<file path="src/gltc_pkg.sv">
// ----------------------------------------------------------------
// guard lock teach control constants
// ----------------------------------------------------------------
package gltc_pkg;
	// clock and time figures
	localparam int CLK_HZ = 25_000_000;
	localparam int MS_CYC = CLK_HZ / 1000;
	localparam int TEACH_WAIT_S = 10;
	localparam int POWREQ_MIN = 5;
	localparam int INHIBIT_MIN = 10;
	localparam int SLOW_HZ = 1;
	localparam int FAST_HZ = 3;
	localparam int FAST_ON_MS = 50;
	localparam int ABORT_FLASHES = 5;
	localparam int TEACH_MS = TEACH_WAIT_S * 1000;
	localparam int POWREQ_MS = POWREQ_MIN * 60 * 1000;
	localparam int INHIBIT_MS = INHIBIT_MIN * 60 * 1000;
	localparam int SLOW_PERIOD_MS = 1000 / SLOW_HZ;
	localparam int FAST_PERIOD_MS = 1000 / FAST_HZ;
	localparam int ABORT_MS = ABORT_FLASHES * SLOW_PERIOD_MS;
	localparam int MS_W = 20;
	localparam int CODE_W = 8;
	// register offsets
	localparam logic [7:0] OFF_CTRL = 8'h00;
	localparam logic [7:0] OFF_STATUS = 8'h04;
	localparam logic [7:0] OFF_INT_STAT = 8'h08;
	localparam logic [7:0] OFF_INT_MASK = 8'h0C;
	localparam logic [7:0] OFF_CODE = 8'h10;
	// interrupt event bits
	localparam int EV_TEACH = 0;
	localparam int EV_POWREQ = 1;
	localparam int EV_ABORT = 2;
	localparam int EV_STORED = 3;
	localparam int EV_INHIB_END = 4;
	localparam int EV_OUT_OFF = 5;
	localparam int EV_W = 6;
	localparam logic [5:0] INT_MASK_RST = 6'h00;
	// control register layout, bit 0 is individual_coding
	typedef struct packed {
		logic guard_monitoring;
		logic energise_to_lock;
		logic multi_teach_variant;
		logic individual_coding;
	} gltc_ctrl_t;
	localparam logic [3:0] CTRL_RST = 4'h0;
	typedef enum logic [2:0] {ST_OFF, ST_RUN, ST_TEACH, ST_POWREQ, ST_ABORT, ST_ARM} gltc_state_t;
endpackage
</file>
<file path="src/gltc_guard_lock.sv">
// Behaviour
// RQ1 - standard coded unit accepts its actuator at once, no teaching needed
// RQ2 - new actuator after power-up enters teach: power off, fault on, status 1 Hz
// RQ3 - after 10 s of teaching status switches to short 3 Hz flashes
// RQ4 - no power removal within 5 min aborts teach with five fault flashes
// RQ5 - taught code becomes active only when actuator is seen after power returns
// RQ6 - single teach variant keeps its first pairing and refuses later teaching
// RQ7 - multi teach variant may teach again, new code replaces the old one
// RQ8 - multi teach variant holds safety outputs off ten minutes after teaching
// RQ9 - power indicator blinks until inhibit expired and new actuator detected
// RQ10 - supply loss during inhibit restarts the whole interval on return
// RQ11 - energise-to-release: request high unlocks, request low keeps locked
// RQ12 - energise-to-lock: request high locks, request low keeps released
// RQ13 - lock monitoring drops both safety outputs as soon as guard unlocks
// RQ14 - lock monitoring re-enables outputs on relock with actuator still inserted
// RQ15 - guard monitoring drops safety outputs only when the guard opens
// RQ16 - both safety outputs stay off for the whole teach sequence
// RQ17 - controller drives the request per polarity and trusts only both outputs
`timescale 1ns/1ns
module gltc_guard_lock #(
	parameter int MS_CYCLES = gltc_pkg::MS_CYC,
	parameter int TEACH_CNT = gltc_pkg::TEACH_MS,
	parameter int POWREQ_CNT = gltc_pkg::POWREQ_MS,
	parameter int INHIBIT_CNT = gltc_pkg::INHIBIT_MS,
	parameter int CODE_W = gltc_pkg::CODE_W
) (
	// clock and reset
	input wire logic pclk,
	input wire logic presetn,
	// apb slave
	input wire logic psel,
	input wire logic penable,
	input wire logic pwrite,
	input wire logic [7:0] paddr,
	input wire logic [31:0] pwdata,
	output logic [31:0] prdata,
	output logic pready,
	output logic pslverr,
	// supply, actuator and guard sensing
	input wire logic supply_ok,
	input wire logic actuator_detect,
	input wire logic [CODE_W-1:0] actuator_code,
	input wire logic guard_closed,
	input wire logic guard_locked,
	input wire logic lock_request,
	// safety outputs, solenoid, indicators
	output logic safety_output_a,
	output logic safety_output_b,
	output logic lock_drive,
	output logic led_power,
	output logic led_fault,
	output logic led_status,
	output logic irq
);
	// ----------------------------------------------------------------
	// state and storage
	// ----------------------------------------------------------------
	gltc_pkg::gltc_state_t state_q, state_d;
	gltc_pkg::gltc_ctrl_t ctrl_q;
	logic [gltc_pkg::EV_W-1:0] int_stat_q, int_mask_q, ev;
	logic [CODE_W-1:0] code_q, pend_q;
	logic code_valid_q, pend_ok_q, fresh_q, inhibit_q, inhib_led_q;
	logic [15:0] pre_q;
	logic [gltc_pkg::MS_W-1:0] ms_q, inh_q, blk_q, fst_q;

	function automatic logic [gltc_pkg::MS_W-1:0] ms(input int v);
		ms = gltc_pkg::MS_W'(v);
	endfunction

	// ----------------------------------------------------------------
	// decode of conditions
	// ----------------------------------------------------------------
	wire single_teach_variant = ~ctrl_q.multi_teach_variant;
	wire multi_teach_variant = ctrl_q.multi_teach_variant;
	wire tick = (pre_q == 16'(MS_CYCLES - 1));
	wire state_chg = (state_d != state_q);
	wire code_match = code_valid_q & (actuator_code == code_q);
	// RQ1 standard coding accepts
	wire accepted = actuator_detect & (~ctrl_q.individual_coding | code_match);
	wire new_act = fresh_q & ctrl_q.individual_coding & actuator_detect & ~code_match;
	// RQ6 single pairing is final
	wire refuse = new_act & single_teach_variant & code_valid_q;
	wire teach_go = new_act & ~refuse;
	wire arm_match = (state_q == gltc_pkg::ST_ARM) & actuator_detect & (actuator_code == pend_q);
	wire inh_done = inhibit_q & tick & (inh_q == ms(INHIBIT_CNT - 1));
	// RQ11 release polarity
	// RQ12 lock polarity
	wire lock_cmd = ctrl_q.energise_to_lock ? lock_request : ~lock_request;
	// RQ13 lock monitoring
	// RQ14 relock re-enables
	// RQ15 guard monitoring
	wire guard_ok = guard_closed & (ctrl_q.guard_monitoring | (guard_locked & lock_cmd));
	// RQ8 inhibit blocks outputs
	// RQ16 off while teaching
	wire out_d = (state_q == gltc_pkg::ST_RUN) & accepted & ~inhibit_q & guard_ok;
	wire slow_on = blk_q < ms(gltc_pkg::SLOW_PERIOD_MS / 2);
	wire fast_on = fst_q < ms(gltc_pkg::FAST_ON_MS);

	// ----------------------------------------------------------------
	// teach sequence
	// ----------------------------------------------------------------
	// next state; supply loss always wins
	always_comb begin
		state_d = state_q;
		case (state_q)
			gltc_pkg::ST_OFF: begin
				if (supply_ok)
					state_d = pend_ok_q ? gltc_pkg::ST_ARM : gltc_pkg::ST_RUN;
			end
			gltc_pkg::ST_RUN: begin
				// RQ2 enter teach
				if (teach_go)
					state_d = gltc_pkg::ST_TEACH;
				else if (refuse)
					state_d = gltc_pkg::ST_ABORT;
			end
			gltc_pkg::ST_TEACH: begin
				// RQ3 ask for power off
				if (tick && ms_q == ms(TEACH_CNT - 1))
					state_d = gltc_pkg::ST_POWREQ;
			end
			gltc_pkg::ST_POWREQ: begin
				// RQ4 power not removed
				if (tick && ms_q == ms(POWREQ_CNT - 1))
					state_d = gltc_pkg::ST_ABORT;
			end
			gltc_pkg::ST_ARM: begin
				if (actuator_detect)
					state_d = gltc_pkg::ST_RUN;
			end
			default: state_d = state_q;
		endcase
		if (!supply_ok)
			state_d = gltc_pkg::ST_OFF;
	end

	// state register and the millisecond timebase
	always_ff @(posedge pclk or negedge presetn) begin
		if (!presetn) begin
			state_q <= gltc_pkg::ST_OFF;
			pre_q <= 16'h0000;
		end else begin
			state_q <= state_d;
			pre_q <= tick ? 16'h0000 : pre_q + 16'h0001;
		end
	end

	// phase timers restart on every state change so blinks start aligned
	always_ff @(posedge pclk or negedge presetn) begin
		if (!presetn) begin
			ms_q <= '0;
			blk_q <= '0;
			fst_q <= '0;
		end else if (state_chg) begin
			ms_q <= '0;
			blk_q <= '0;
			fst_q <= '0;
		end else if (tick) begin
			// saturate at full scale so the abort flash window never wraps
			ms_q <= (ms_q == '1) ? ms_q : ms_q + ms(1);
			blk_q <= (blk_q == ms(gltc_pkg::SLOW_PERIOD_MS - 1)) ? '0 : blk_q + ms(1);
			fst_q <= (fst_q == ms(gltc_pkg::FAST_PERIOD_MS - 1)) ? '0 : fst_q + ms(1);
		end
	end

	// pending code and power-up bookkeeping; only a power drop in the
	// power-off request phase arms the pending code, which stays armed until the actuator is seen in ARM
	always_ff @(posedge pclk or negedge presetn) begin
		if (!presetn) begin
			pend_q <= '0;
			pend_ok_q <= 1'b0;
			fresh_q <= 1'b0;
		end else begin
			if (state_q == gltc_pkg::ST_RUN && teach_go)
				pend_q <= actuator_code;
			if (state_q == gltc_pkg::ST_POWREQ && !supply_ok)
				pend_ok_q <= 1'b1;
			else if (state_q == gltc_pkg::ST_ARM && actuator_detect)
				pend_ok_q <= 1'b0;
			if (state_q == gltc_pkg::ST_OFF)
				fresh_q <= 1'b1;
			else if (state_q == gltc_pkg::ST_RUN && actuator_detect)
				fresh_q <= 1'b0;
		end
	end

	// stored code survives supply loss, only the chip reset clears it
	always_ff @(posedge pclk or negedge presetn) begin
		if (!presetn) begin
			code_q <= '0;
			code_valid_q <= 1'b0;
		// RQ5 activate on redetect
		// RQ7 new code replaces old
		end else if (arm_match) begin
			code_q <= pend_q;
			code_valid_q <= 1'b1;
		end
	end

	// ----------------------------------------------------------------
	// enable inhibit
	// ----------------------------------------------------------------
	always_ff @(posedge pclk or negedge presetn) begin
		if (!presetn) begin
			inhibit_q <= 1'b0;
			inh_q <= '0;
			inhib_led_q <= 1'b0;
		end else begin
			// RQ8 ten minute inhibit
			if (arm_match && multi_teach_variant) begin
				inhibit_q <= 1'b1;
				inh_q <= '0;
			// RQ10 restart after power loss
			end else if (!supply_ok) begin
				inh_q <= '0;
			end else if (inh_done) begin
				inhibit_q <= 1'b0;
			end else if (inhibit_q && tick) begin
				inh_q <= inh_q + ms(1);
			end
			// RQ9 green blink end
			if (arm_match && multi_teach_variant)
				inhib_led_q <= 1'b1;
			else if (!inhibit_q && accepted && supply_ok)
				inhib_led_q <= 1'b0;
		end
	end

	// ----------------------------------------------------------------
	// outputs: safety channels, solenoid, indicators
	// ----------------------------------------------------------------
	always_ff @(posedge pclk or negedge presetn) begin
		if (!presetn) begin
			safety_output_a <= 1'b0;
			safety_output_b <= 1'b0;
			lock_drive <= 1'b0;
		end else begin
			safety_output_a <= out_d;
			safety_output_b <= out_d;
			lock_drive <= supply_ok & lock_cmd;
		end
	end

	// indicator patterns per state
	always_ff @(posedge pclk or negedge presetn) begin
		if (!presetn) begin
			led_power <= 1'b0;
			led_fault <= 1'b0;
			led_status <= 1'b0;
		end else begin
			case (state_q)
				// RQ2 teach signalling
				gltc_pkg::ST_TEACH: begin
					led_power <= 1'b0;
					led_fault <= 1'b1;
					led_status <= slow_on;
				end
				// RQ3 short fast flashes
				gltc_pkg::ST_POWREQ: begin
					led_power <= 1'b0;
					led_fault <= 1'b1;
					led_status <= fast_on;
				end
				// RQ4 five fault flashes
				gltc_pkg::ST_ABORT: begin
					led_power <= 1'b1;
					led_fault <= (ms_q < ms(gltc_pkg::ABORT_MS)) & slow_on;
					led_status <= 1'b0;
				end
				gltc_pkg::ST_RUN, gltc_pkg::ST_ARM: begin
					led_power <= inhib_led_q ? slow_on : 1'b1;
					led_fault <= 1'b0;
					led_status <= out_d | (guard_closed & slow_on);
				end
				default: begin
					led_power <= 1'b0;
					led_fault <= 1'b0;
					led_status <= 1'b0;
				end
			endcase
		end
	end

	// ----------------------------------------------------------------
	// apb registers and interrupt
	// ----------------------------------------------------------------
	wire setup = psel & ~penable;
	wire acc = psel & penable & pready;
	wire sel_ctrl = (paddr == gltc_pkg::OFF_CTRL);
	wire sel_stat = (paddr == gltc_pkg::OFF_STATUS);
	wire sel_ist = (paddr == gltc_pkg::OFF_INT_STAT);
	wire sel_imsk = (paddr == gltc_pkg::OFF_INT_MASK);
	wire sel_code = (paddr == gltc_pkg::OFF_CODE);
	wire mapped = sel_ctrl | sel_stat | sel_ist | sel_imsk | sel_code;
	wire [31:0] status_w = {24'h000000, lock_drive, safety_output_a, inhibit_q, code_valid_q, 1'b0, state_q};
	wire [31:0] rd_w = sel_ctrl ? {28'h0000000, ctrl_q} :
		sel_stat ? status_w :
		sel_ist ? {26'h0, int_stat_q} :
		sel_imsk ? {26'h0, int_mask_q} :
		sel_code ? 32'(code_q) : 32'h00000000;
	wire rd_clr = acc & ~pwrite & sel_ist;

	// events that set the sticky status bits
	always_comb begin
		ev = '0;
		ev[gltc_pkg::EV_TEACH] = state_chg & (state_d == gltc_pkg::ST_TEACH);
		ev[gltc_pkg::EV_POWREQ] = state_chg & (state_d == gltc_pkg::ST_POWREQ);
		ev[gltc_pkg::EV_ABORT] = state_chg & (state_d == gltc_pkg::ST_ABORT);
		ev[gltc_pkg::EV_STORED] = arm_match;
		ev[gltc_pkg::EV_INHIB_END] = inh_done & supply_ok;
		ev[gltc_pkg::EV_OUT_OFF] = safety_output_a & ~out_d;
	end

	// no wait state: answer is prepared in setup, taken in the first access cycle
	always_ff @(posedge pclk or negedge presetn) begin
		if (!presetn) begin
			pready <= 1'b0;
			pslverr <= 1'b0;
			prdata <= 32'h00000000;
		end else begin
			pready <= setup;
			pslverr <= setup & ~mapped;
			prdata <= (setup && !pwrite) ? rd_w : 32'h00000000;
		end
	end

	// writable registers; a new event wins over a read clear
	always_ff @(posedge pclk or negedge presetn) begin
		if (!presetn) begin
			ctrl_q <= gltc_pkg::CTRL_RST;
			int_mask_q <= gltc_pkg::INT_MASK_RST;
			int_stat_q <= '0;
			irq <= 1'b0;
		end else begin
			if (acc && pwrite && sel_ctrl)
				ctrl_q <= pwdata[3:0];
			if (acc && pwrite && sel_imsk)
				int_mask_q <= pwdata[gltc_pkg::EV_W-1:0];
			int_stat_q <= (rd_clr ? '0 : int_stat_q) | ev;
			irq <= |(int_stat_q & int_mask_q);
		end
	end

	// ----------------------------------------------------------------
	// checks
	// ----------------------------------------------------------------
	outs_teach_a: assert property (@(posedge pclk) disable iff (!presetn) // RQ16
		(state_q == gltc_pkg::ST_TEACH || state_q == gltc_pkg::ST_POWREQ) |=> !safety_output_a && !safety_output_b)
		else $error("safety output on during teach");
	outs_inhibit_a: assert property (@(posedge pclk) disable iff (!presetn) // RQ8
		inhibit_q |=> !safety_output_a)
		else $error("safety output on during inhibit");
	teach_leds_a: assert property (@(posedge pclk) disable iff (!presetn) // RQ2
		state_q == gltc_pkg::ST_TEACH |=> !led_power && led_fault)
		else $error("teach indicators wrong");
	teach_time_a: assert property (@(posedge pclk) disable iff (!presetn) // RQ3
		(state_q == gltc_pkg::ST_TEACH && supply_ok && tick && ms_q == ms(TEACH_CNT - 1))
		|=> state_q == gltc_pkg::ST_POWREQ)
		else $error("no power-off request after teach time");
	single_ref_a: assert property (@(posedge pclk) disable iff (!presetn) // RQ6
		(state_q == gltc_pkg::ST_RUN && code_valid_q && single_teach_variant) |=> state_q != gltc_pkg::ST_TEACH)
		else $error("single variant taught again");
	code_store_a: assert property (@(posedge pclk) disable iff (!presetn) // RQ5
		arm_match |=> code_valid_q && code_q == $past(pend_q))
		else $error("taught code not stored");
	lock_pol_a: assert property (@(posedge pclk) disable iff (!presetn) // RQ12
		supply_ok && ctrl_q.energise_to_lock |=> lock_drive == $past(lock_request))
		else $error("lock polarity wrong");
	guard_mon_a: assert property (@(posedge pclk) disable iff (!presetn) // RQ15
		!guard_closed |=> !safety_output_a && !safety_output_b)
		else $error("outputs on with guard open");
	lock_mon_a: assert property (@(posedge pclk) disable iff (!presetn) // RQ13
		!ctrl_q.guard_monitoring && !guard_locked |=> !safety_output_a)
		else $error("outputs on while unlocked");
	inh_restart_a: assert property (@(posedge pclk) disable iff (!presetn) // RQ10
		inhibit_q && !supply_ok |=> inh_q == '0)
		else $error("inhibit not restarted");
endmodule // gltc_guard_lock

</file>
<file path="config.mk">
export PLATFORM = sky130hd
export DESIGN_NAME = gltc_guard_lock
export DESIGN_NICKNAME = d
export VERILOG_FILES = /design/src/gltc_pkg.sv /design/src/gltc_guard_lock.sv
export SDC_FILE = /design/constraint.sdc
export NUM_CORES = 1
export LEC_CHECK = 0
export BUFFER_PORTS_ARGS = -buffer_cell sky130_fd_sc_hd__buf_2
export CAP_MARGIN = 20
export CORE_MARGIN = 4
export CORE_UTILIZATION = 30
export DETAILED_ROUTE_END_ITERATION = 8
export GPL_TIMING_DRIVEN = 0
export HOLD_SLACK_MARGIN = 0.05
export PLACE_DENSITY = 0.57
export SLEW_MARGIN = 20
export SYNTH_ARGS = -nofsm -noshare
export SYNTH_HDL_FRONTEND = slang
export SYNTH_SLANG_ARGS = --single-unit
</file>
<file path="constraint.sdc">
create_clock -name pclk -period 4.4 [get_ports pclk]
set_input_delay 0.44 -clock pclk [delete_from_list [all_inputs] [get_ports pclk]]
set_output_delay 0.44 -clock pclk [all_outputs]
set_load 0.02 [all_outputs]
</file>
* After elaboration in Yosys (flattened, before gate mapping) *
Index checks and enable logic that the tools add are counted.

operators by class
  equal/unequal tests = 25
  add/subtract/negate cells = 5
  order comparisons = 3
  reduce and logical (&&, ||, !) cells = 31
  mux-type cells = 43
  bitwise operators = 50

operator list
  operator                                                                         count
  20-bit two-way mux                                                               13
  20-bit by 1-bit adder with 20-bit output (second input constant)                 4
  8-bit two-way mux                                                                6
  20-bit equality test (second input constant)                                     2
  1-bit AND                                                                        31
  3-bit two-way mux                                                                7
  20-bit by 10-bit equality test with 1-bit output (second input constant)         1
  20-bit by 14-bit equality test with 1-bit output (second input constant)         1
  20-bit by 19-bit equality test with 1-bit output (second input constant)         1
  20-bit by 9-bit equality test with 1-bit output (second input constant)          1
  20-bit by 13-bit less-than comparator with 1-bit output (second input constant)  1
  20-bit by 6-bit less-than comparator with 1-bit output (second input constant)   1
  20-bit by 9-bit less-than comparator with 1-bit output (second input constant)   1
  16-bit by 1-bit adder with 16-bit output (second input constant)                 1
  16-bit by 15-bit equality test with 1-bit output (second input constant)         1
  8-bit by 4-bit equality test with 1-bit output (second input constant)           2
  8-bit equality test                                                              2
  16-bit two-way mux                                                               1
  3-bit one-hot mux with 5 select lines                                            1
  1-bit logical AND                                                                14
  3-bit by 2-bit equality test with 1-bit output (second input constant)           4
  2-bit nonzero test                                                               6
  1-bit two-way mux                                                                11
  1-bit NOT                                                                        10
  20 further kinds                                                                 34

word-level totals
  output and inout bits = 41
  flip-flop bits (word level) = 152
  input bits = 58
  logic and storage cells = 185

* Logic depth before layout (Yosys ltp) *
  depth after elaboration = 14
  gate-level depth with buffers = 9
  gate-level depth less buffers = 8

* Least setup slack after synthesis *
OpenSTA, ideal clock, no wires.

  kind = input -> register
  from = input port paddr[1]
  to = register ctrl_q[0] in the netlist's numbering
  slack = 2,400 ps
  stages on the path = 6
  required time = 4,275 ps
  library setup time = 125 ps
  data arrival time = 1,875 ps
  buffers on the path = 1
  cell sequence = nor3_1 -> nand2_1 -> nor4_1 -> and3_1 -> buf_2 -> mux2_2

on the way
  word-level cells in the longest chain between the ends = 2

ends and longest elaborated chain
  what                    RTL line                source
  start: declaration      gltc_guard_lock.sv:34   input wire logic [7:0] paddr,
  8-bit logical NOT       gltc_guard_lock.sv:289  wire sel_ctrl = (paddr == gltc_pkg::OFF_CTRL);
  1-bit logical AND       gltc_guard_lock.sv:335  if (acc && pwrite && sel_ctrl)
  end signal: assignment  gltc_guard_lock.sv:330  ctrl_q <= gltc_pkg::CTRL_RST;
  end signal: assignment  gltc_guard_lock.sv:336  ctrl_q <= pwdata[3:0];
  end: declaration        gltc_guard_lock.sv:59   gltc_pkg::gltc_ctrl_t ctrl_q;

Every way passes these cells.
A chain may end at the register's enable or synchronous reset.

* Worst setup path in the final report *
  from = register pre_q[4]
  to = register blk_q[3] in the netlist's numbering

on the way
  word-level cells in the longest chain between the ends = 7
  elaborated cells between the ends (all ways) = 10
  classes of those cells = eq/ne: 2; mux: 5; reduce/logical: 3

ends and longest elaborated chain
  what                                                      RTL line                                        source
  start: declaration                                        gltc_guard_lock.sv:63                           logic [15:0] pre_q;
  start signal: assignment                                  gltc_guard_lock.sv:144                          pre_q <= tick ? 16'h0000 : pre_q + 16'h0001;
  16-bit by 15-bit equality test with 1-bit output (*)      gltc_guard_lock.sv:75                           wire tick = (pre_q == 16'(MS_CYCLES - 1));
  1-bit logical AND (on tied branches)                      gltc_guard_lock.sv:124, gltc_guard_lock.sv:119
  3-bit two-way mux (on tied branches)                      gltc_guard_lock.sv:124, gltc_guard_lock.sv:119
  3-bit one-hot mux with 5 select lines                     gltc_guard_lock.sv:105                          case (state_q)
  3-bit two-way mux                                         gltc_guard_lock.sv:133                          if (!supply_ok)
  3-bit != test                                             gltc_guard_lock.sv:76                           wire state_chg = (state_d != state_q);
  20-bit two-way mux or 2-bit nonzero test (tied branches)  n/a
  end signal: assignment                                    gltc_guard_lock.sv:161                          blk_q <= (blk_q == ms(gltc_pkg::SLOW_PERIOD_MS - 1)) ? '0 : blk_q + ms(1);
  end: declaration                                          gltc_guard_lock.sv:64                           logic [gltc_pkg::MS_W-1:0] ms_q, inh_q, blk_q, fst_q;

Every way passes the cells marked *; elsewhere a longest branch is shown, timed or not.

==> run_results.csv <==
group,metric,value,unit
global_routing,grt_first_pass_wirelength,32.5,mm
place,io_buffer_count,44,
timing,final_hold_viol_count,0,
setup_path,crit_required,4690,ps
timing,maxSlewViolCount,0,
synthesis,async_reset_ff_share,100,%
floorplan,rows,61,
power,power_frac_comb,5.4,%
cells_and_area,post-route-util,35.4,%
cells_and_area,nNetsFinal,1007,
timing,fin_setup_tns,0,ps
power,swShare,24.2,%
floorplan,start_util,30.4,%
global_routing,grt_max_degree,84,
synthesis,synth_cells,855,
floorplan,core-area,27700,sq um
timing,slew_headroom,36.5,%
synthesis,yosysTopAreaCell,"dfrtp_1",
route,drtAntennaViolNets,0,
clocking,cts.clk_slew.worst_paths,70,ps
power,clkPwrFrac,47.1,%
global_routing,antenna_found_initial,0,
floorplan,dieWidth,175,microns
setup_path,critPathArrivalTime,2740,ps
clocking,h-tree-depth,4,
cells_and_area,area_growth_syn_to_layout,16.5,%
timing,max_freq,0.407,GHz
flow_run,cap_violations,0,
route,vias_per_cell,4.84,
synthesis,syn_avg_cell_area,9.84,sq um
synthesis,ys_top_cells_by_count,"dfrtp_1, nand2_1, nor3_1",
route,wire_per_inst,14.5,microns
power,netSwitchingPower,718,uW
route,initialDrtViolationCount,389,
global_routing,grt_pass1_vias,6318,
setup_path,critPathCaptureType,"flip-flop",
synthesis,yosys_warnings,0,
synthesis,yosysSeqAreaShare,45.2,%
clocking,clockBufferDepth,2,
cells_and_area,drive_above_1_share,19.7,%
floorplan,die_h,175,microns
clocking,clockRootBuffer,"clkbuf_16",
power,p_seq_share,47.5,%
global_routing,grt_overflow,0,
power,power_density,303,nW/um^2
route,drc,0,
synthesis,ys_seq_elements,152,
synthesis,yosysTopAreaCellShare,45.2,%
timing,fin_crit,2460,ps
place,dp.cells,1301,
timing,fin_crit_sh,55.8,%
min_path,hold_path_class,"primary input to flip-flop",
global_routing,grt_usage,12.9,%
place,place.gp.congestion,0.804,
clocking,cts_buffers,17,
timing,setup_viol,0,
synthesis,synthFlopType,"dfrtp_1",
status,outcome,"complete, no violations",
cells_and_area,diodes,0,
timing,fin_skew,12.3,ps
route,vias,6462,
synthesis,ys_top_cells_by_area,"dfrtp_1, xnor2_1, nor3_1",
floorplan,dieArea,30800,sq um
setup_path,start_kind,"flip-flop",
floorplan,io_pins,99,
timing,fin_hold_ws,202,ps
power,p_int,2.25,mW
clocking,cts_tree,"built",
synthesis,synth_area,8410,sq um
timing,worstMarginPinSlew,944,ps
setup_path,crit_path_max_fanout,10,
synthesis,synth_most_common_cell,"dfrtp_1",
clocking,post_cts_buffers,0,
power,p_leak,4.17,nW
cells_and_area,finalNonFillerCells,1334,
setup_path,crit_type,"flip-flop to flip-flop",
clocking,clock_latency,430,ps
synthesis,synth_enable_flop_cells,0,
timing,rsz0062_at_grt,"false",
clocking,clkSinkCount,152,
route,routed_wl,19.4,mm
synthesis,synth_cell_types,74,
power,vdd_drop_max,257,uV
place,dpl.hpwl,13.7,mm
route,drtPass1Iterations,5,
==> stage by stage <==
stage	setup slack (ps)	area, sq um	total power [mW]
2_1_floorplan	2400	8500	1.52
3_3_place_gp	453	9190	1.59
3_5_place_dp	1870	9230	1.60
4_1_cts	1910	9800	3.01
5_1_grt	1670	9800	3.09
6_report	1940	9800	2.97
==> critical path, cell delays in order (launching register included) <==
cell	delay, ps
dfrtp_1	450
nor4_2	370
nand4_2	320
nor2_4	230
o21ai_0	140
nand3_1	240
clkbuf_1	440
nor3_1	110
==> layout by cell type, fill, tap and decap left out, drive strengths merged, types with 5 or more instances in the layout <==
cell type,synthesis,final
a211oi,7,7
a21o,5,5
a21oi,20,20
and2,9,9
and3,27,27
and4,8,8
buf,45,90
clkbuf,14,32
clkinv,0,9
conb,1,24
dfrtp,152,152
ha,6,6
inv,19,21
mux2,28,28
nand2,76,76
nand3,46,46
nand4,23,23
nor2,73,73
nor2b,6,6
nor3,86,86
nor4,15,15
o21ai,21,21
xnor2,60,60
xor2,33,33
==> path summary, 6_finish.rpt <==
| check | start | to | slack (ps) | cells after the start |
|---|---|---|---|---|
| worst max-delay path | pre_q[4]$_DFF_PN0_ | blk_q[3]$_DFFE_PN0P_ | 1940 | 7 |
| worst min-delay path | penable | pready$_DFF_PN0_ | 200 | 2 |
| worst max register to register | pre_q[4]$_DFF_PN0_ | blk_q[3]$_DFFE_PN0P_ | 1940 | 7 |
| worst min register to register | pre_q[0]$_DFF_PN0_ | pre_q[0]$_DFF_PN0_ | 470 | 1 |
| max in group asynchronous | presetn | blk_q[9]$_DFFE_PN0P_ | 3010 | 3 |
| min in group asynchronous | presetn | code_q[3]$_DFFE_PN0P_ | 610 | 2 |
==> layout make-up <==
| cell class | instances | area (sq um) |
|---|---|---|
| Buffer | 59 | 390 |
| Clock buffer | 18 | 439 |
| Clock inverter | 14 | 125 |
| Fill cell | 2827 | 17900 |
| Inverter | 19 | 71.3 |
| Multi-Input combinational cell | 648 | 4230 |
| Sequential cell | 152 | 3800 |
| Tap cell | 378 | 473 |
| Timing Repair Buffer | 46 | 268 |
==> metal layers <==
metal / wire length, microns / global-route usage, % / part of all wire, % / vias up
met5: 0 / 0 / 0 / -
met4: 283 / 3.83 / 1.5 / 0
met3: 902 / 2.60 / 4.7 / 17
met2: 8770 / 20.3 / 45 / 159
met1: 9410 / 18.0 / 49 / 3107
li1: - / - / - / 3179
==> registers in the layout, indices dropped and copies added (netlist names), 3 cells and up <==
register    cells
pend_q          8
inh_q          20
int_mask_q      6
int_stat_q      6
pre_q          16
fst_q          20
ms_q           20
prdata          8
code_q          8
blk_q          20
state_q         3
ctrl_q          3
==> power groups by stage <==
stage / Sequential (mW) / Combinational, mW / Clock (mW)
3_5_place_dp: 1.44 / 0.160 / 0
3_3_place_gp: 1.44 / 0.156 / 0
6_report: 1.41 / 0.159 / 1.40
2_1_floorplan: 1.44 / 0.0855 / 0
4_1_cts: 1.41 / 0.162 / 1.43
5_1_grt: 1.41 / 0.178 / 1.50
==> kinds of logic (layout without fill, tap and decap cells) <==
group / count (synthesis) / count (layout) / synth area share [%]
and+or+nand+nor: 400 / 400 / 26.3
DFF: 152 / 152 / 45.2
AOI/OAI and AO/OA: 95 / 95 / 8.35
xor gates and xnor gates: 93 / 93 / 9.69
buffers and inverters: 78 / 156 / 5.49
muxes: 30 / 30 / 3.99
adders and majority gates: 6 / 6 / 0.893
other: 1 / 24 / 0.0446
==> repair_timing <==
action                                  4_1_cts  5_1_grt
endpoints found under the setup margin        0        0
resized for setup                             0        0
hold buffers                                  1        0
hold endpoints to repair                     22        0
Note: power is estimated with default switching activity, not from simulation.
